[config.mk]
export PLATFORM = sky130hd
export DESIGN_NAME = lmrc_ctrl
export DESIGN_NICKNAME = d
export VERILOG_FILES = /design/src/hw/lmrc_pkg.sv /design/src/hw/lmrc_wait_if.sv /design/src/hw/lmrc_ctrl.sv /design/src/hw/lmrc_hdr_move.sv /design/src/hw/lmrc_wait_seq.sv
export VERILOG_INCLUDE_DIRS = /design/src /design/src/hw
export SDC_FILE = /design/constraint.sdc
export NUM_CORES = 1
export LEC_CHECK = 0
export BUFFER_PORTS_ARGS = -buffer_cell sky130_fd_sc_hd__clkbuf_2
export CAP_MARGIN = 15
export CORE_MARGIN = 2
export CORE_UTILIZATION = 55
export CTS_BUF_LIST = sky130_fd_sc_hd__clkbuf_2
export DETAILED_ROUTE_END_ITERATION = 6
export MAX_ROUTING_LAYER = met4
export PLACE_DENSITY = 0.86
export REMOVE_ABC_BUFFERS = 1
export SLEW_MARGIN = 20
export SYNTH_ARGS = -nofsm -noshare
export SYNTH_HDL_FRONTEND = slang
export SYNTH_SLANG_ARGS = --single-unit
[constraint.sdc]
create_clock -name clk_i -period 4.9 [get_ports clk_i]
set_input_delay 0.245 -clock clk_i [delete_from_list [all_inputs] [get_ports clk_i]]
set_output_delay 0.245 -clock clk_i [all_outputs]
set_load 0.03 [all_outputs]
[src/hw/lmrc_map.svh]
// Purpose: Address map, field positions, reset values and timing counts
// Assumes: Included by the controller package users
// Notes:   Definitions only
`ifndef LMRC_MAP_SVH
`define LMRC_MAP_SVH
// ==========================================================
// Region bases and sizes (byte addresses)
`define LMRC_SDRAM_BASE     32'h0000_0000
`define LMRC_SDRAM_TOP      32'h0080_0000
`define LMRC_VRAM_BASE      32'h0080_0000
`define LMRC_VRAM_SPAN      32'h0000_0100
`define LMRC_REG_BASE       32'h0080_8000
`define LMRC_REG_SPAN       32'h0000_0040
// ==========================================================
// Register offsets within the register bank
`define LMRC_OFF_REL0       6'h00
`define LMRC_OFF_REL1       6'h04
`define LMRC_OFF_REL2       6'h08
`define LMRC_OFF_PAUSE0     6'h10
`define LMRC_OFF_PAUSE1     6'h14
`define LMRC_OFF_PAUSE2     6'h18
`define LMRC_OFF_FECLR      6'h20
`define LMRC_OFF_FESTAT     6'h24
`define LMRC_OFF_FEERR      6'h28
`define LMRC_OFF_MODE       6'h2C
`define LMRC_OFF_MASKINIT   6'h30
`define LMRC_OFF_BUSYEN     6'h34
// ==========================================================
// Reset values
`define LMRC_RST_MODE       1'b0
`define LMRC_RST_BUSYEN     1'b0
`define LMRC_RST_FLAGS      3'h0
// ==========================================================
// Front-end gate codes
`define LMRC_FEOE_NONE      2'h0
`define LMRC_FEOE_STAT      2'h1
`define LMRC_FEOE_ERR       2'h2
// ==========================================================
// Wait states per beat
`define LMRC_VW_FIRST       4'h2
`define LMRC_VR_FIRST       4'h3
`define LMRC_V_NEXT         4'h1
`define LMRC_SW_FIRST       4'h1
`define LMRC_SR_FIRST       4'h2
`define LMRC_S_NEXT         4'h0
`define LMRC_VRAM_BURST     7'h40
`define LMRC_SDRAM_BURST    11'h400
// ==========================================================
// Header move
`define LMRC_HDR_BYTES      7'h40
`endif

[src/hw/lmrc_pkg.sv]
// Purpose: Types shared by the controller modules
// Assumes: None
// Notes:   Constants live in lmrc_map.svh
package lmrc_pkg;
  // ==========================================================
  // Decoded target of a bus access
  typedef enum logic [1:0] {
    LMRC_T_NONE,
    LMRC_T_SDRAM,
    LMRC_T_VRAM,
    LMRC_T_REG
  } lmrc_target_e;
  // Wait-state sequencer states
  typedef enum logic [1:0] {
    LMRC_W_IDLE,
    LMRC_W_WAIT,
    LMRC_W_ACK
  } lmrc_wait_e;
  // Header move states
  typedef enum logic [1:0] {
    LMRC_H_IDLE,
    LMRC_H_MOVE,
    LMRC_H_DONE
  } lmrc_hdr_e;
endpackage : lmrc_pkg

[src/hw/lmrc_wait_if.sv]
// Purpose: Request and answer between bus front and wait-state sequencer
// Assumes: One clock
// Notes:   first marks the first beat of a burst
interface lmrc_wait_if;
  import lmrc_pkg::*;
  logic         req;    // Beat requested
  logic         we;     // Beat is a write
  logic         first;  // First beat of a burst
  lmrc_target_e tgt;    // Addressed region
  logic         done;   // Beat may be acknowledged
  modport master (output req, we, first, tgt, input done);
  modport slave  (input req, we, first, tgt, output done);
endinterface : lmrc_wait_if

[src/hw/lmrc_ctrl.sv]
// Purpose: Local memory and register controller, classic Wishbone slave
// Assumes: Single clock, synchronous active-high reset
// Notes:   SDRAM is outside, header storage sits in u_hdr; this block paces and decodes
// Behaviour
// RULE1: Header RAM bursts 64 bytes, 2-1 writes, 3-1 reads
// RULE2: Controller moves header bytes into random storage itself
// RULE3: Software initialises write mask before header RAM use
// RULE4: SDRAM 8 MB, 1 kB bursts, 1-0 writes, 2-0 reads
// RULE5: Bank holds release, pause, mask, clear, enable, mode, status
// RULE6: Status and error read via gated front-end enables
// RULE7: Registers 8 bits, one per aligned word
// RULE8: Any reset selects non-pedestal mode, clears logic
// RULE9: Busy output disabled after reset until enabled
// RULE10: Reset clears release and pause flags, front end
// RULE11: Host writes mask-init with all ones
// RULE12: Fixed decode: SDRAM zero, header, register bank
// RULE13: Header byte in low byte of each word
// RULE14: Release write clears own slot, read shows all
// RULE15: Clear write or last release pulses front-end reset
// RULE16: Undefined bits read zero, writes ignored
// RULE17: Unmapped accesses still acknowledged
module lmrc_ctrl
  import lmrc_pkg::*;
(
  // Clock and reset
  input  wire logic        clk_i,
  input  wire logic        rst_i,
  // Wishbone slave
  input  wire logic        cyc_i,
  input  wire logic        stb_i,
  input  wire logic        we_i,
  input  wire logic [31:0] adr_i,
  input  wire logic [3:0]  sel_i,
  input  wire logic [31:0] dat_i,
  output logic      [31:0] dat_o,
  output logic             ack_o,
  // SDRAM side
  output logic             sdram_cs_o,
  output logic      [22:0] mem_adr_o,
  output logic             mem_we_o,
  output logic      [31:0] mem_wdat_o,
  input  wire logic [31:0] sdram_rdat_i,
  // Header serial side
  input  wire logic        ser_stb_i,
  input  wire logic [7:0]  ser_data_i,
  // Header RAM mask strobe
  output logic             mask_wr_o,
  output logic      [7:0]  mask_dat_o,
  // Front end
  input  wire logic        start_data_i,
  input  wire logic        fe_busy_i,
  input  wire logic [7:0]  fe_dat_i,
  output logic      [1:0]  fe_oe_o,
  output logic             fe_clr_o,
  output logic             pedestal_mode_o,
  output logic             busy_o,
  output logic             hdr_full_o
);
  `include "lmrc_map.svh"
  // ==========================================================
  // Decoding helpers
  function automatic lmrc_target_e decode(input logic [31:0] a);
    if (a < `LMRC_SDRAM_TOP) begin
      decode = LMRC_T_SDRAM;                                // RULE12
    end else if (a >= `LMRC_VRAM_BASE && a < `LMRC_VRAM_BASE + `LMRC_VRAM_SPAN) begin
      decode = LMRC_T_VRAM;                                 // RULE12
    end else if (a >= `LMRC_REG_BASE && a < `LMRC_REG_BASE + `LMRC_REG_SPAN) begin
      decode = LMRC_T_REG;                                  // RULE12
    end else begin
      decode = LMRC_T_NONE;
    end
  endfunction : decode

  // Slot number addressed by a release or pause offset
  function automatic logic [1:0] slot_of(input logic [5:0] off);
    slot_of = off[3:2];
  endfunction : slot_of

  // ==========================================================
  // Sequencer and header mover
  lmrc_wait_if  wif ();
  lmrc_wait_seq u_wait (
    .clk_i (clk_i),
    .rst_i (rst_i),
    .w     (wif)
  );

  logic [7:0] hdr_byte;
  logic       hdr_full;
  logic       fe_clr_d, fe_clr_q;
  lmrc_hdr_move #(
    .NBYTES (64)
  ) u_hdr (
    .clk_i      (clk_i),
    .rst_i      (rst_i),
    .ser_stb_i  (ser_stb_i),
    .ser_data_i (ser_data_i),
    .fe_clr_i   (fe_clr_q),
    .rd_idx_i   (adr_i[7:2]),                               // RULE13
    .rd_data_o  (hdr_byte),
    .full_o     (hdr_full)
  );

  // ==========================================================
  // Register state
  lmrc_target_e tgt;                       // Decoded region of request
  logic [5:0]   off;                       // Offset in register bank
  logic         req;                       // Live request
  logic         burst_q, burst_d;          // A beat already acked in cycle
  logic [2:0]   rel_q, rel_d;              // Busy-release flags
  logic [2:0]   pause_q, pause_d;          // Soft-pause flags
  logic         mode_q, mode_d;            // Pedestal detector mode
  logic         ben_q, ben_d;              // Busy output enable
  logic         ack_q, ack_d;
  logic [31:0]  dat_q, dat_d;
  logic         busy_q, busy_d;
  logic         mask_q, mask_d;
  logic [7:0]   mdat_q, mdat_d;
  logic [1:0]   oe_q, oe_d;
  logic         reg_wr, reg_rd;

  assign tgt    = decode(adr_i);
  assign off    = adr_i[5:0];
  assign req    = cyc_i && stb_i && !ack_q;
  assign reg_wr = req && we_i && tgt == LMRC_T_REG;
  assign reg_rd = req && !we_i && tgt == LMRC_T_REG;

  // Memory beats go through the wait sequencer; front-end status and error reads wait one cycle; others answer at once
  assign wif.req   = req && (tgt == LMRC_T_SDRAM || tgt == LMRC_T_VRAM);
  assign wif.we    = we_i;
  assign wif.first = !burst_q;
  assign wif.tgt   = tgt;

  // ==========================================================
  // Next-state logic for bank and bus answer
  always_comb begin
    rel_d    = rel_q;
    pause_d  = pause_q;
    mode_d   = mode_q;
    ben_d    = ben_q;
    ack_d    = 1'b0;
    dat_d    = 32'h0000_0000;
    fe_clr_d = 1'b0;
    mask_d   = 1'b0;
    mdat_d   = mdat_q;
    oe_d     = `LMRC_FEOE_NONE;
    burst_d  = burst_q && cyc_i;
    // Gate front-end read enables while a status or error read is pending
    if (reg_rd && off == `LMRC_OFF_FESTAT) begin
      oe_d = `LMRC_FEOE_STAT;                               // RULE6
    end else if (reg_rd && off == `LMRC_OFF_FEERR) begin
      oe_d = `LMRC_FEOE_ERR;                                // RULE6
    end
    if (wif.done) begin
      ack_d   = 1'b1;
      burst_d = 1'b1;
      if (tgt == LMRC_T_VRAM) begin
        dat_d = {24'h00_0000, hdr_byte};                    // RULE13
      end else begin
        dat_d = sdram_rdat_i;
      end
    end else if (req && tgt == LMRC_T_REG) begin
      // Front-end reads wait one cycle for the gated enable
      if (!reg_rd || oe_q != `LMRC_FEOE_NONE ||
          (off != `LMRC_OFF_FESTAT && off != `LMRC_OFF_FEERR)) begin
        ack_d = 1'b1;
      end
      if (reg_wr) begin
        case (off)
          `LMRC_OFF_REL0, `LMRC_OFF_REL1, `LMRC_OFF_REL2: begin
            rel_d[slot_of(off)] = 1'b0;                     // RULE14
            if (rel_q != 3'h0 && (rel_q & ~(3'h1 << slot_of(off))) == 3'h0) begin
              fe_clr_d = 1'b1;                              // RULE15
            end
          end
          `LMRC_OFF_PAUSE0, `LMRC_OFF_PAUSE1, `LMRC_OFF_PAUSE2: begin // RULE5
            pause_d[slot_of(off)] = dat_i[slot_of(off)];
          end
          `LMRC_OFF_FECLR:    fe_clr_d = 1'b1;              // RULE15
          `LMRC_OFF_MODE:     mode_d = dat_i[0];            // RULE16
          `LMRC_OFF_BUSYEN:   ben_d = dat_i[0];             // RULE9
          `LMRC_OFF_MASKINIT: begin
            mask_d = 1'b1;
            mdat_d = dat_i[7:0];                            // RULE7
          end
          default: ;
        endcase
      end else begin
        case (off)
          `LMRC_OFF_REL0, `LMRC_OFF_REL1, `LMRC_OFF_REL2:
            dat_d = {29'h0000_0000, rel_q};                 // RULE14
          `LMRC_OFF_PAUSE0, `LMRC_OFF_PAUSE1, `LMRC_OFF_PAUSE2:
            dat_d = {29'h0000_0000, pause_q};
          `LMRC_OFF_FESTAT, `LMRC_OFF_FEERR:
            dat_d = {24'h00_0000, fe_dat_i};                // RULE6
          `LMRC_OFF_MODE:   dat_d = {31'h0000_0000, mode_q};   // RULE16
          `LMRC_OFF_BUSYEN: dat_d = {31'h0000_0000, ben_q};
          default:          dat_d = 32'h0000_0000;          // RULE16
        endcase
      end
    end else if (req && tgt == LMRC_T_NONE) begin
      ack_d = 1'b1;                                         // RULE17
    end
    // Start of data marks every slot busy; it wins over a release
    if (start_data_i) begin
      rel_d = 3'h7;
    end
    busy_d = ben_d && (fe_busy_i || rel_d != 3'h0 || pause_d != 3'h0); // RULE9
  end

  // ==========================================================
  // Registers; any reset restores defaults
  always_ff @(posedge clk_i) begin
    if (rst_i) begin
      rel_q    <= `LMRC_RST_FLAGS;                          // RULE10
      pause_q  <= `LMRC_RST_FLAGS;                          // RULE10
      mode_q   <= `LMRC_RST_MODE;                           // RULE8
      ben_q    <= `LMRC_RST_BUSYEN;                         // RULE9
      ack_q    <= 1'b0;
      dat_q    <= 32'h0000_0000;
      fe_clr_q <= 1'b1;                                     // RULE10
      busy_q   <= 1'b0;
      mask_q   <= 1'b0;
      mdat_q   <= 8'h00;
      oe_q     <= `LMRC_FEOE_NONE;
      burst_q  <= 1'b0;
    end else begin
      rel_q    <= rel_d;
      pause_q  <= pause_d;
      mode_q   <= mode_d;
      ben_q    <= ben_d;
      ack_q    <= ack_d;
      dat_q    <= dat_d;
      fe_clr_q <= fe_clr_d;
      busy_q   <= busy_d;
      mask_q   <= mask_d;
      mdat_q   <= mdat_d;
      oe_q     <= oe_d;
      burst_q  <= burst_d;
    end
  end

  // Memory strobes follow the live request, registered
  logic        scs_q;
  logic [22:0] madr_q;
  logic        mwe_q;
  logic [31:0] mwd_q;
  logic        hfull_q;
  always_ff @(posedge clk_i) begin
    if (rst_i) begin
      scs_q   <= 1'b0;
      madr_q  <= 23'h00_0000;
      mwe_q   <= 1'b0;
      mwd_q   <= 32'h0000_0000;
      hfull_q <= 1'b0;
    end else begin
      scs_q   <= req && tgt == LMRC_T_SDRAM;                // RULE4
      madr_q  <= adr_i[22:0];
      mwe_q   <= req && we_i && tgt == LMRC_T_SDRAM;
      mwd_q   <= dat_i;
      hfull_q <= hdr_full;
    end
  end

  assign ack_o           = ack_q;
  assign dat_o           = dat_q;
  assign sdram_cs_o      = scs_q;
  assign mem_adr_o       = madr_q;
  assign mem_we_o        = mwe_q;
  assign mem_wdat_o      = mwd_q;
  assign mask_wr_o       = mask_q;
  assign mask_dat_o      = mdat_q;
  assign fe_oe_o         = oe_q;
  assign fe_clr_o        = fe_clr_q;
  assign pedestal_mode_o = mode_q;
  assign busy_o          = busy_q;
  assign hdr_full_o      = hfull_q;
endmodule : lmrc_ctrl

[src/hw/lmrc_hdr_move.sv]
// Purpose: Moves header bytes from the serial side into random storage
// Assumes: Header bytes arrive one per strobe
// Notes:   Runs without any software action
module lmrc_hdr_move
  import lmrc_pkg::*;
#(
  parameter int NBYTES = 64
) (
  // Clock and reset
  input  wire logic       clk_i,
  input  wire logic       rst_i,
  // Serial side
  input  wire logic       ser_stb_i,
  input  wire logic [7:0] ser_data_i,
  input  wire logic       fe_clr_i,
  // Random read port
  input  wire logic [5:0] rd_idx_i,
  output logic      [7:0] rd_data_o,
  output logic            full_o
);
  // ==========================================================
  // Random storage, written by the mover only
  logic [7:0] mem_q [NBYTES];
  lmrc_hdr_e  st_q, st_d;
  logic [5:0] wp_q, wp_d;
  logic       wen;

  // Next state; a front-end clear rearms for the next event
  always_comb begin
    st_d = st_q;
    wp_d = wp_q;
    wen  = 1'b0;
    case (st_q)
      LMRC_H_IDLE, LMRC_H_MOVE: begin
        if (ser_stb_i) begin
          wen  = 1'b1;                       // RULE2
          wp_d = wp_q + 6'h1;
          st_d = (wp_q == 6'(NBYTES - 1)) ? LMRC_H_DONE : LMRC_H_MOVE;
        end
      end
      LMRC_H_DONE: ;
      default: st_d = LMRC_H_IDLE;
    endcase
    if (fe_clr_i) begin
      st_d = LMRC_H_IDLE;
      wp_d = 6'h0;
    end
  end

  always_ff @(posedge clk_i) begin
    if (rst_i) begin
      st_q <= LMRC_H_IDLE;
      wp_q <= 6'h0;
    end else begin
      st_q <= st_d;
      wp_q <= wp_d;
    end
    if (wen) begin
      mem_q[wp_q] <= ser_data_i;
    end
  end

  assign rd_data_o = mem_q[rd_idx_i];
  assign full_o    = (st_q == LMRC_H_DONE);
endmodule : lmrc_hdr_move

[src/hw/lmrc_wait_seq.sv]
// Purpose: Wait-state sequencer for memory beats
// Assumes: Request held until done
// Notes:   Registers answer in zero wait states, front-end status and error reads in one
module lmrc_wait_seq
  import lmrc_pkg::*;
(
  // Clock and reset
  input  wire logic clk_i,
  input  wire logic rst_i,
  // Sequencer port
  lmrc_wait_if.slave w
);
  `include "lmrc_map.svh"
  // ==========================================================
  // Wait count per beat, by region, direction and position
  function automatic logic [3:0] waits(input lmrc_target_e t, input logic wr,
                                       input logic fst);
    if (t == LMRC_T_VRAM) begin
      waits = fst ? (wr ? `LMRC_VW_FIRST : `LMRC_VR_FIRST) : `LMRC_V_NEXT; // RULE1
    end else if (t == LMRC_T_SDRAM) begin
      waits = fst ? (wr ? `LMRC_SW_FIRST : `LMRC_SR_FIRST) : `LMRC_S_NEXT; // RULE4
    end else begin
      waits = 4'h0;
    end
  endfunction : waits

  lmrc_wait_e st_q, st_d;     // Sequencer state
  logic [3:0] cnt_q, cnt_d;   // Remaining wait states

  // Next state
  always_comb begin
    st_d   = st_q;
    cnt_d  = cnt_q;
    w.done = 1'b0;
    case (st_q)
      LMRC_W_IDLE: begin
        if (w.req) begin
          cnt_d = waits(w.tgt, w.we, w.first);
          st_d  = (cnt_d == 4'h0) ? LMRC_W_ACK : LMRC_W_WAIT;
        end
      end
      LMRC_W_WAIT: begin
        cnt_d = cnt_q - 4'h1;
        if (cnt_q == 4'h1) begin
          st_d = LMRC_W_ACK;
        end
      end
      LMRC_W_ACK: begin
        // One done pulse, then straight back to idle for the next beat
        w.done = 1'b1;
        st_d   = LMRC_W_IDLE;
      end
      default: st_d = LMRC_W_IDLE;
    endcase
  end

  // State registers
  always_ff @(posedge clk_i) begin
    if (rst_i) begin
      st_q  <= LMRC_W_IDLE;
      cnt_q <= 4'h0;
    end else begin
      st_q  <= st_d;
      cnt_q <= cnt_d;
    end
  end
endmodule : lmrc_wait_seq

## Word level (Yosys, flattened, before mapping)

Memories as Yosys holds them, arrays and structs flattened.
Cells that the tools add are included.

| word-level totals | value |
|---|---|
| register bits | 127 |
| bits in latches | 0 |
| memory bits (writable) | 512 |
| ROM bits | 0 |
| input port bits | 124 |
| output and inout bits | 105 |
| logic and storage cells | 180 |
| memories kept | 1 |

| cells by class | value |
|---|---|
| add/sub/neg operators | 2 |
| multipliers | 0 |
| divide/modulo/power cells | 0 |
| magnitude comparators | 8 |
| equal/unequal tests | 25 |
| shift-type cells | 1 |
| multiplexer cells | 61 |
| bitwise operators | 8 |
| reduce and logical (&&, ||, !) cells | 52 |

Memories:

| memory | depth | bits a word | rd ports | clocked after Yosys merged registers in | write ports | line | RTL |
|---|---|---|---|---|---|---|---|
| u_hdr.mem_q | 64 | 8 | 1 | 0 | 1 | lmrc_hdr_move.sv:23 | `logic [7:0] mem_q [NBYTES];` |

Operator list:

| operator | number |
|---|---|
| $lt 32x24->1 const B | 3 |
| $ge 32x24->1 const B | 2 |
| $mux 32 | 2 |
| $eq 6x6->1 const B | 7 |
| $pmux 8 s5 | 1 |
| $mux 4 | 7 |
| $mux 3 | 9 |
| $mux 1 | 23 |
| $logic_and 1x1->1 | 20 |
| $mux 2 | 10 |
| $eq 6x5->1 const B | 3 |
| $mux 8 | 2 |
| $ne 6x6->1 const B | 2 |
| $reduce_bool 3->1 | 3 |
| $eq 2x2->1 const B | 4 |
| $pmux 2 s2 | 2 |
| $pmux 4 s2 | 1 |
| $reduce_and 2->1 | 4 |
| $reduce_and 4->1 | 2 |
| $reduce_or 2->1 | 4 |
| $add 6x1->6 const B | 1 |
| $and 3x3->3 | 2 |
| $eq 2x1->1 const B | 3 |
| $eq 6x3->1 const B | 1 |
| other kinds (24) | 39 |

## Depth between registers and ports, before layout

| depth | value |
|---|---|
| depth in word-level cells | 15 |
| depth in mapped cells | 11 |
| depth with buffers taken out | 6 |

## Hierarchy

Synthesis repeated with hierarchy kept, for this count alone.

| unflattened totals | value |
|---|---|
| cell total of the unflattened synthesis | 1368 |
| area, all modules | 24627.4 µm² |

By module, submodules not included:

| module | times used | cells each | area each (µm²) | sequential area each (µm²) |
|---|---|---|---|---|
| lmrc_hdr_move | 1 | 956 | 20276.9 | 15534.9 |
| lmrc_ctrl | 1 | 366 | 3947.5 | 2262.2 |
| lmrc_wait_seq | 1 | 46 | 402.9 | 120.1 |

## Worst setup path before layout

OpenSTA, ideal clock, no wires.

| path | value |
|---|---|
| path type | input to register |
| from | input port adr_i[2] |
| to | register dat_q[4], in the netlist dat_o[4] |
| library setup time | 0.123 ns |
| arrival time | 2.406 ns |
| data required time | 4.777 ns |
| setup slack | 2.372 ns |
| stages | 10 |
| path buffers | 5 |
| cells stage by stage | buf_2 > buf_2 > buf_2 > buf_2 > buf_2 > mux2_2 > a221oi_1 > nand2_1 > nand3_1 > nand3_1 |

| on the way | value |
|---|---|
| longest elaborated chain between the ends | 10 |
| elaborated cells on any way between the ends | 33 |
| classes of those cells | order compare (5); eq/ne (11); mux (8); reduce/logical (8); memory (1) |

Ends and longest elaborated chain:

| element | line | RTL |
|---|---|---|
| from (decl) | lmrc_ctrl.sv:32 | `input wire logic [31:0] adr_i,` |
| $ge 32x24->1 (no line) or $lt 32x24->1 (tied branches) | n/a |  |
| $logic_and 1x1->1 (no line) | n/a |  |
| $mux 2 | lmrc_ctrl.sv:67 | `` end else if (a >= `LMRC_REG_BASE && a < `LMRC_REG_BASE + `LMRC_REG_SPAN) begin `` |
| $mux 2 | lmrc_ctrl.sv:65 | `` end else if (a >= `LMRC_VRAM_BASE && a < `LMRC_VRAM_BASE + `LMRC_VRAM_SPAN) begin `` |
| $mux 2 | lmrc_ctrl.sv:63 | `` if (a < `LMRC_SDRAM_TOP) begin `` |
| $eq 2x2->1 | lmrc_ctrl.sv:125, lmrc_ctrl.sv:162 |  |
| $logic_and 1x1->1 | lmrc_ctrl.sv:125 | `assign reg_wr = req && we_i && tgt == LMRC_T_REG;` |
| $mux 8 | lmrc_ctrl.sv:168 | `if (reg_wr) begin` |
| $mux 8 | lmrc_ctrl.sv:162 | `end else if (req && tgt == LMRC_T_REG) begin` |
| $mux 32 * | lmrc_ctrl.sv:154 | `if (wif.done) begin` |
| to (signal assigned) | lmrc_ctrl.sv:233 | `dat_q <= dat_d;` |
| to (decl) | lmrc_ctrl.sv:115 | `logic [31:0] dat_q, dat_d;` |

Mark *: on every way between the ends. The rest lies on a longest branch, timed or not.
A chain may end at the register's enable or synchronous reset.

## Worst setup path in the final report

| path | value |
|---|---|
| from | input port adr_i[27] |
| to | register dat_q[7], in the netlist dat_o[7] |

| on the way | value |
|---|---|
| longest elaborated chain between the ends | 10 |
| elaborated cells on any way between the ends | 18 |
| classes of those cells | order compare (5); eq/ne (2); mux (7); reduce/logical (4) |

Ends and longest elaborated chain:

| element | line |
|---|---|
| $ge 32x24->1 (no line) or $lt 32x24->1 (tied branches) | n/a |
| $logic_and 1x1->1 (no line) | n/a |
| $mux 2 | lmrc_ctrl.sv:67 |
| $mux 2 | lmrc_ctrl.sv:65 |
| $mux 2 * | lmrc_ctrl.sv:63 |
| $eq 2x2->1 | lmrc_ctrl.sv:125, lmrc_ctrl.sv:162 |
| $logic_and 1x1->1 | lmrc_ctrl.sv:125 |
| $mux 8 | lmrc_ctrl.sv:168 |
| $mux 8 | lmrc_ctrl.sv:162 |
| $mux 32 * | lmrc_ctrl.sv:154 |

Marks and branches as above.

==> summary.md <==
| Metric | Value |
|---|---|
| HPWL after detailed placement | `36130 µm` |
| Synth Area in XOR/XNOR | `0.1803%` |
| Actual slew at the worst max-slew pin | `1.169 ns` |
| Slowest cell on crit path | `dlygate4sd3_1` |
| EDFF count, synth | `512` |
| Synthesized flop and latch total | `639` |
| Post-Layout Cell Count | `2675` |
| TNS Setup | `0 ns` |
| Largest area contributor in the netlist | `edfxtp_1` |
| Drt drc | `35` |
| Min-Delay Startpoint | `ser_data_i[6]` |
| Port Buffers | `224` |
| Top post-synthesis cells by area | `edfxtp_1 (63%), mux4_2 (12%), dfxtp_1 (10%), mux2i_1 (2.0%), nor2b_1 (1.6%)` |
| Total Wirelength | `72270 µm` |
| Buf/Inv on CP | `7` |
| Reg2reg start | `u_wait.st_q[0]` |
| Area growth syn-to-layout | `25.44%` |
| Yosys warnings | `0` |
| Final setup fails | `0` |
| Global route total overflow | `0` |
| Die X | `214.1 µm` |
| Grt met3 use | `11.69%` |
| Max Cap Violations | `0` |
| Post-synth top cells | `edfxtp_1 (512), dfxtp_1 (127), mux4_2 (125)` |
| Worst Setup End Kind | `flip-flop` |
| Complex-gate fraction of the synthesized area | `2.767%` |
| Drt wl/cell | `27.02 µm` |
| Nets | `2090` |
| Synth Area in Adders | `0.1546%` |
| Grt peak-use layer | `met2` |
| Leakage | `11.11 nW` |
| Postcts setup bufs | `0` |
| Worst Hold Path EP | `u_hdr.mem_q[58][6]` |
| Cell area after placement | `26010 µm²` |
| Initial Utilization | `56.00%` |
| Cell mode on critical path | `dlygate4sd3_1` |
| Failing checks | `design-rule violations` |
| Routing usage on met1 | `38.80%` |
| Largest family of logic cells by synthesized area | `multiplexers` |
| Root Driver | `clkbuf_2` |
| CTS tree | `built` |
| Clock sink total | `639` |
| Clk Latency, worst-skew pair | `1.45 ns` |
| Post-Synth Simple-Gate Area | `6.982%` |
| Core area | `43360 µm²` |
| First-pass GRT wire length | `107000 µm` |
| Met2 usage | `48.21%` |
| Routability cong. | `0.9593` |
| WS Path Type | `input pin to flip-flop` |
| Routed vias | `16510` |
| Total track usage | `32.93%` |
| Synth top area share | `63.32%` |
| CP Cell Sequence | `dlygate4sd3_1 > clkbuf_2 > dlygate4sd3_1 > nor4_1 > dlygate4sd3_1 > nand4_1 > dlygate4sd3_1 > nor3_1 > nor3_2 > a22oi_1 > dlygate4sd3_1 > o211ai_1 > dlygate4sd3_1` |
| Reg2Reg Capture Point | `busy_o` |
| VDD IR-drop max | `262.5 µV` |
| CP Launch Type | `input pin` |
| 1st-pass router iterations | `7` |
| Routed Antenna Nets | `0` |
| Most used DFF post-synth | `edfxtp_1` |
| Largest net degree at the start of global routing | `88` |
| Cells after synthesis | `1343` |
| Slew HR | `21.94%` |
| Cell with the most instances after synthesis | `edfxtp_1` |
| Distinct cells, synth | `53` |
| DIE HEIGHT | `214.1 µm` |
| 1st-iter DRT viols | `2657` |
| Tot Pwr | `10.36 mW` |
| Max-slew violations | `0` |
| Ratio of cells with drive above 1 in the final layout | `31.28%` |
| Post-CTS resize count | `0` |
| R2R setup slack | `0.87 ns` |
| Worst-path clk slew | `0.17 ns` |
| IO Pins | `229` |
| Via density | `6.170` |
| Clk buf depth | `3` |
| CP top delay family | `buffers and inverters` |
| Sequential cell area fraction in the yosys report | `73.79%` |
| Pwr/cell area | `340.0 nW/µm²` |
| Cell count after placement | `2099` |
| Hold depth | `3` |
| Inserted Clock Buffers | `151` |
| CP max FO | `9` |
| CP Data Required Time | `6.22 ns` |
| Endpoints failing hold | `0` |
| Highest clock rate | `0.2070 GHz` |
| Max incr delay on CP | `0.83 ns` |
| FFs w/ async S/R, synth | `0%` |
| Fin crit period | `4.832 ns` |
| Number of global-route vias before repair | `17080` |
| Die Area | `45850 µm²` |
| Arrival @ worst endpoint | `6.15 ns` |
| Initial antenna violation count | `4` |
| CTS Hold Bufs | `294` |
| Syn avg cell area | `18.08 µm²` |
| Status | `finished with violations` |
| RSZ-0062 raised after global routing | `false` |
| Hold crit path type | `input pin to flip-flop` |
| Mux contribution to synthesized area | `14.87%` |
| Cell row count | `76` |
| Htree depth | `4` |
| Final instance area | `30460 µm²` |
| Mapped cell area | `24280 µm²` |
| Setup Skew | `0.1702 ns` |
| Period utilisation layout | `98.61%` |
| Reg2Reg Depth | `9` |
power breakdown:
| part | total, mW | leakage [nW] | internal, mW | switching [mW] |
|---|---|---|---|---|
| clock | 3.68 | 1.09 | 1.48 | 2.19 |
| sequential | 5.90 | 5.65 | 5.88 | 0.0187 |
| combinational | 0.781 | 4.38 | 0.343 | 0.438 |
state kept, by name, summed over array words and instances, names as in the netlist:
| register | cells |
|---|---|
| u_hdr.mem_q | 512 |
| fe_oe_o | 2 |
| busy_o | 1 |
| sdram_cs_o | 1 |
| u_hdr.st_q | 2 |
| dat_o | 32 |
| u_wait.st_q | 2 |
| rel_q | 3 |
| mask_dat_o | 8 |
| mask_wr_o | 1 |
| pause_q | 3 |
| mem_adr_o | 23 |
| mem_wdat_o | 32 |
| ben_q | 1 |
| u_wait.cnt_q | 4 |
| hdr_full_o | 1 |
| pedestal_mode_o | 1 |
| ack_o | 1 |
| burst_q | 1 |
| mem_we_o | 1 |
| u_hdr.wp_q | 6 |
| fe_clr_o | 1 |
worst min-delay path, delay by kind of cell:
family / cells / cell delay [ns]
buffers and inverters: 3 / 0.94
cell type report:
| cell class | count | area [µm²] |
|---|---|---|
| fill | 2502 | 12900 |
| tap | 585 | 732.0 |
| clock buffer | 222 | 1111 |
| sequential | 639 | 17920 |
| inverter | 4 | 15.01 |
| multi-input combinational | 627 | 6065 |
| timing repair buffer | 540 | 4253 |
| antenna | 9 | 22.52 |
| clock inverter | 49 | 345.3 |
cells by family after synthesis:
group,Yosys count
flops,639
mux,201
simple gates,320
fa+ha+maj,3
compound gates,98
buf+inv,77
xor+xnor,5
layout by cell type (no fill, tap or decap), drive strengths merged, types with 10 or more instances in the layout:
master / netlist / layout
dlygate4sd3: 0 / 296
nand2: 27 / 27
o21ai: 15 / 15
nand3b: 10 / 10
buf: 34 / 24
and2: 25 / 25
nand3: 33 / 33
nor2: 101 / 101
nor3: 13 / 13
clkinv: 0 / 37
mux2i: 49 / 49
a22oi: 24 / 24
a21oi: 19 / 19
mux4: 125 / 125
clkbuf: 39 / 442
nor2b: 62 / 62
mux2: 27 / 27
dfxtp: 127 / 127
edfxtp: 512 / 512
metal layers:
metal	wire length, µm	vias up
met2	33200	1448
li1	-	6675
met1	25190	7953
met5	0	-
met3	8480	430
met4	5394	0
worst max-delay path by stage:
stage | startpoint | to | slack (ns) | depth (start not counted)
3_5_place_dp | adr_i[2] | dat_o[2] | 1.53 | 8
6_report | adr_i[27] | dat_o[7] | 0.07 | 13
3_3_place_gp | adr_i[2] | dat_o[2] | 1.57 | 8
5_1_grt | adr_i[27] | dat_o[0] | 0.12 | 13
2_1_floorplan | adr_i[31] | dat_o[0] | 2.23 | 6
4_1_cts | adr_i[27] | dat_o[0] | 0.68 | 13
through the flow:
step | hold WS [ns] | util, % | worst slack (ns)
floorplan | 0.3141 | - | 2.234
global placement | 0.4365 | 59.99 | 1.566
detailed placement | 0.4510 | 59.99 | 1.527
CTS | 0.005968 | 70.13 | 0.6770
global route | 0.01517 | 70.25 | 0.1229
finish | 0.01726 | 70.25 | 0.06807
Power figures use the tool's default switching activity.
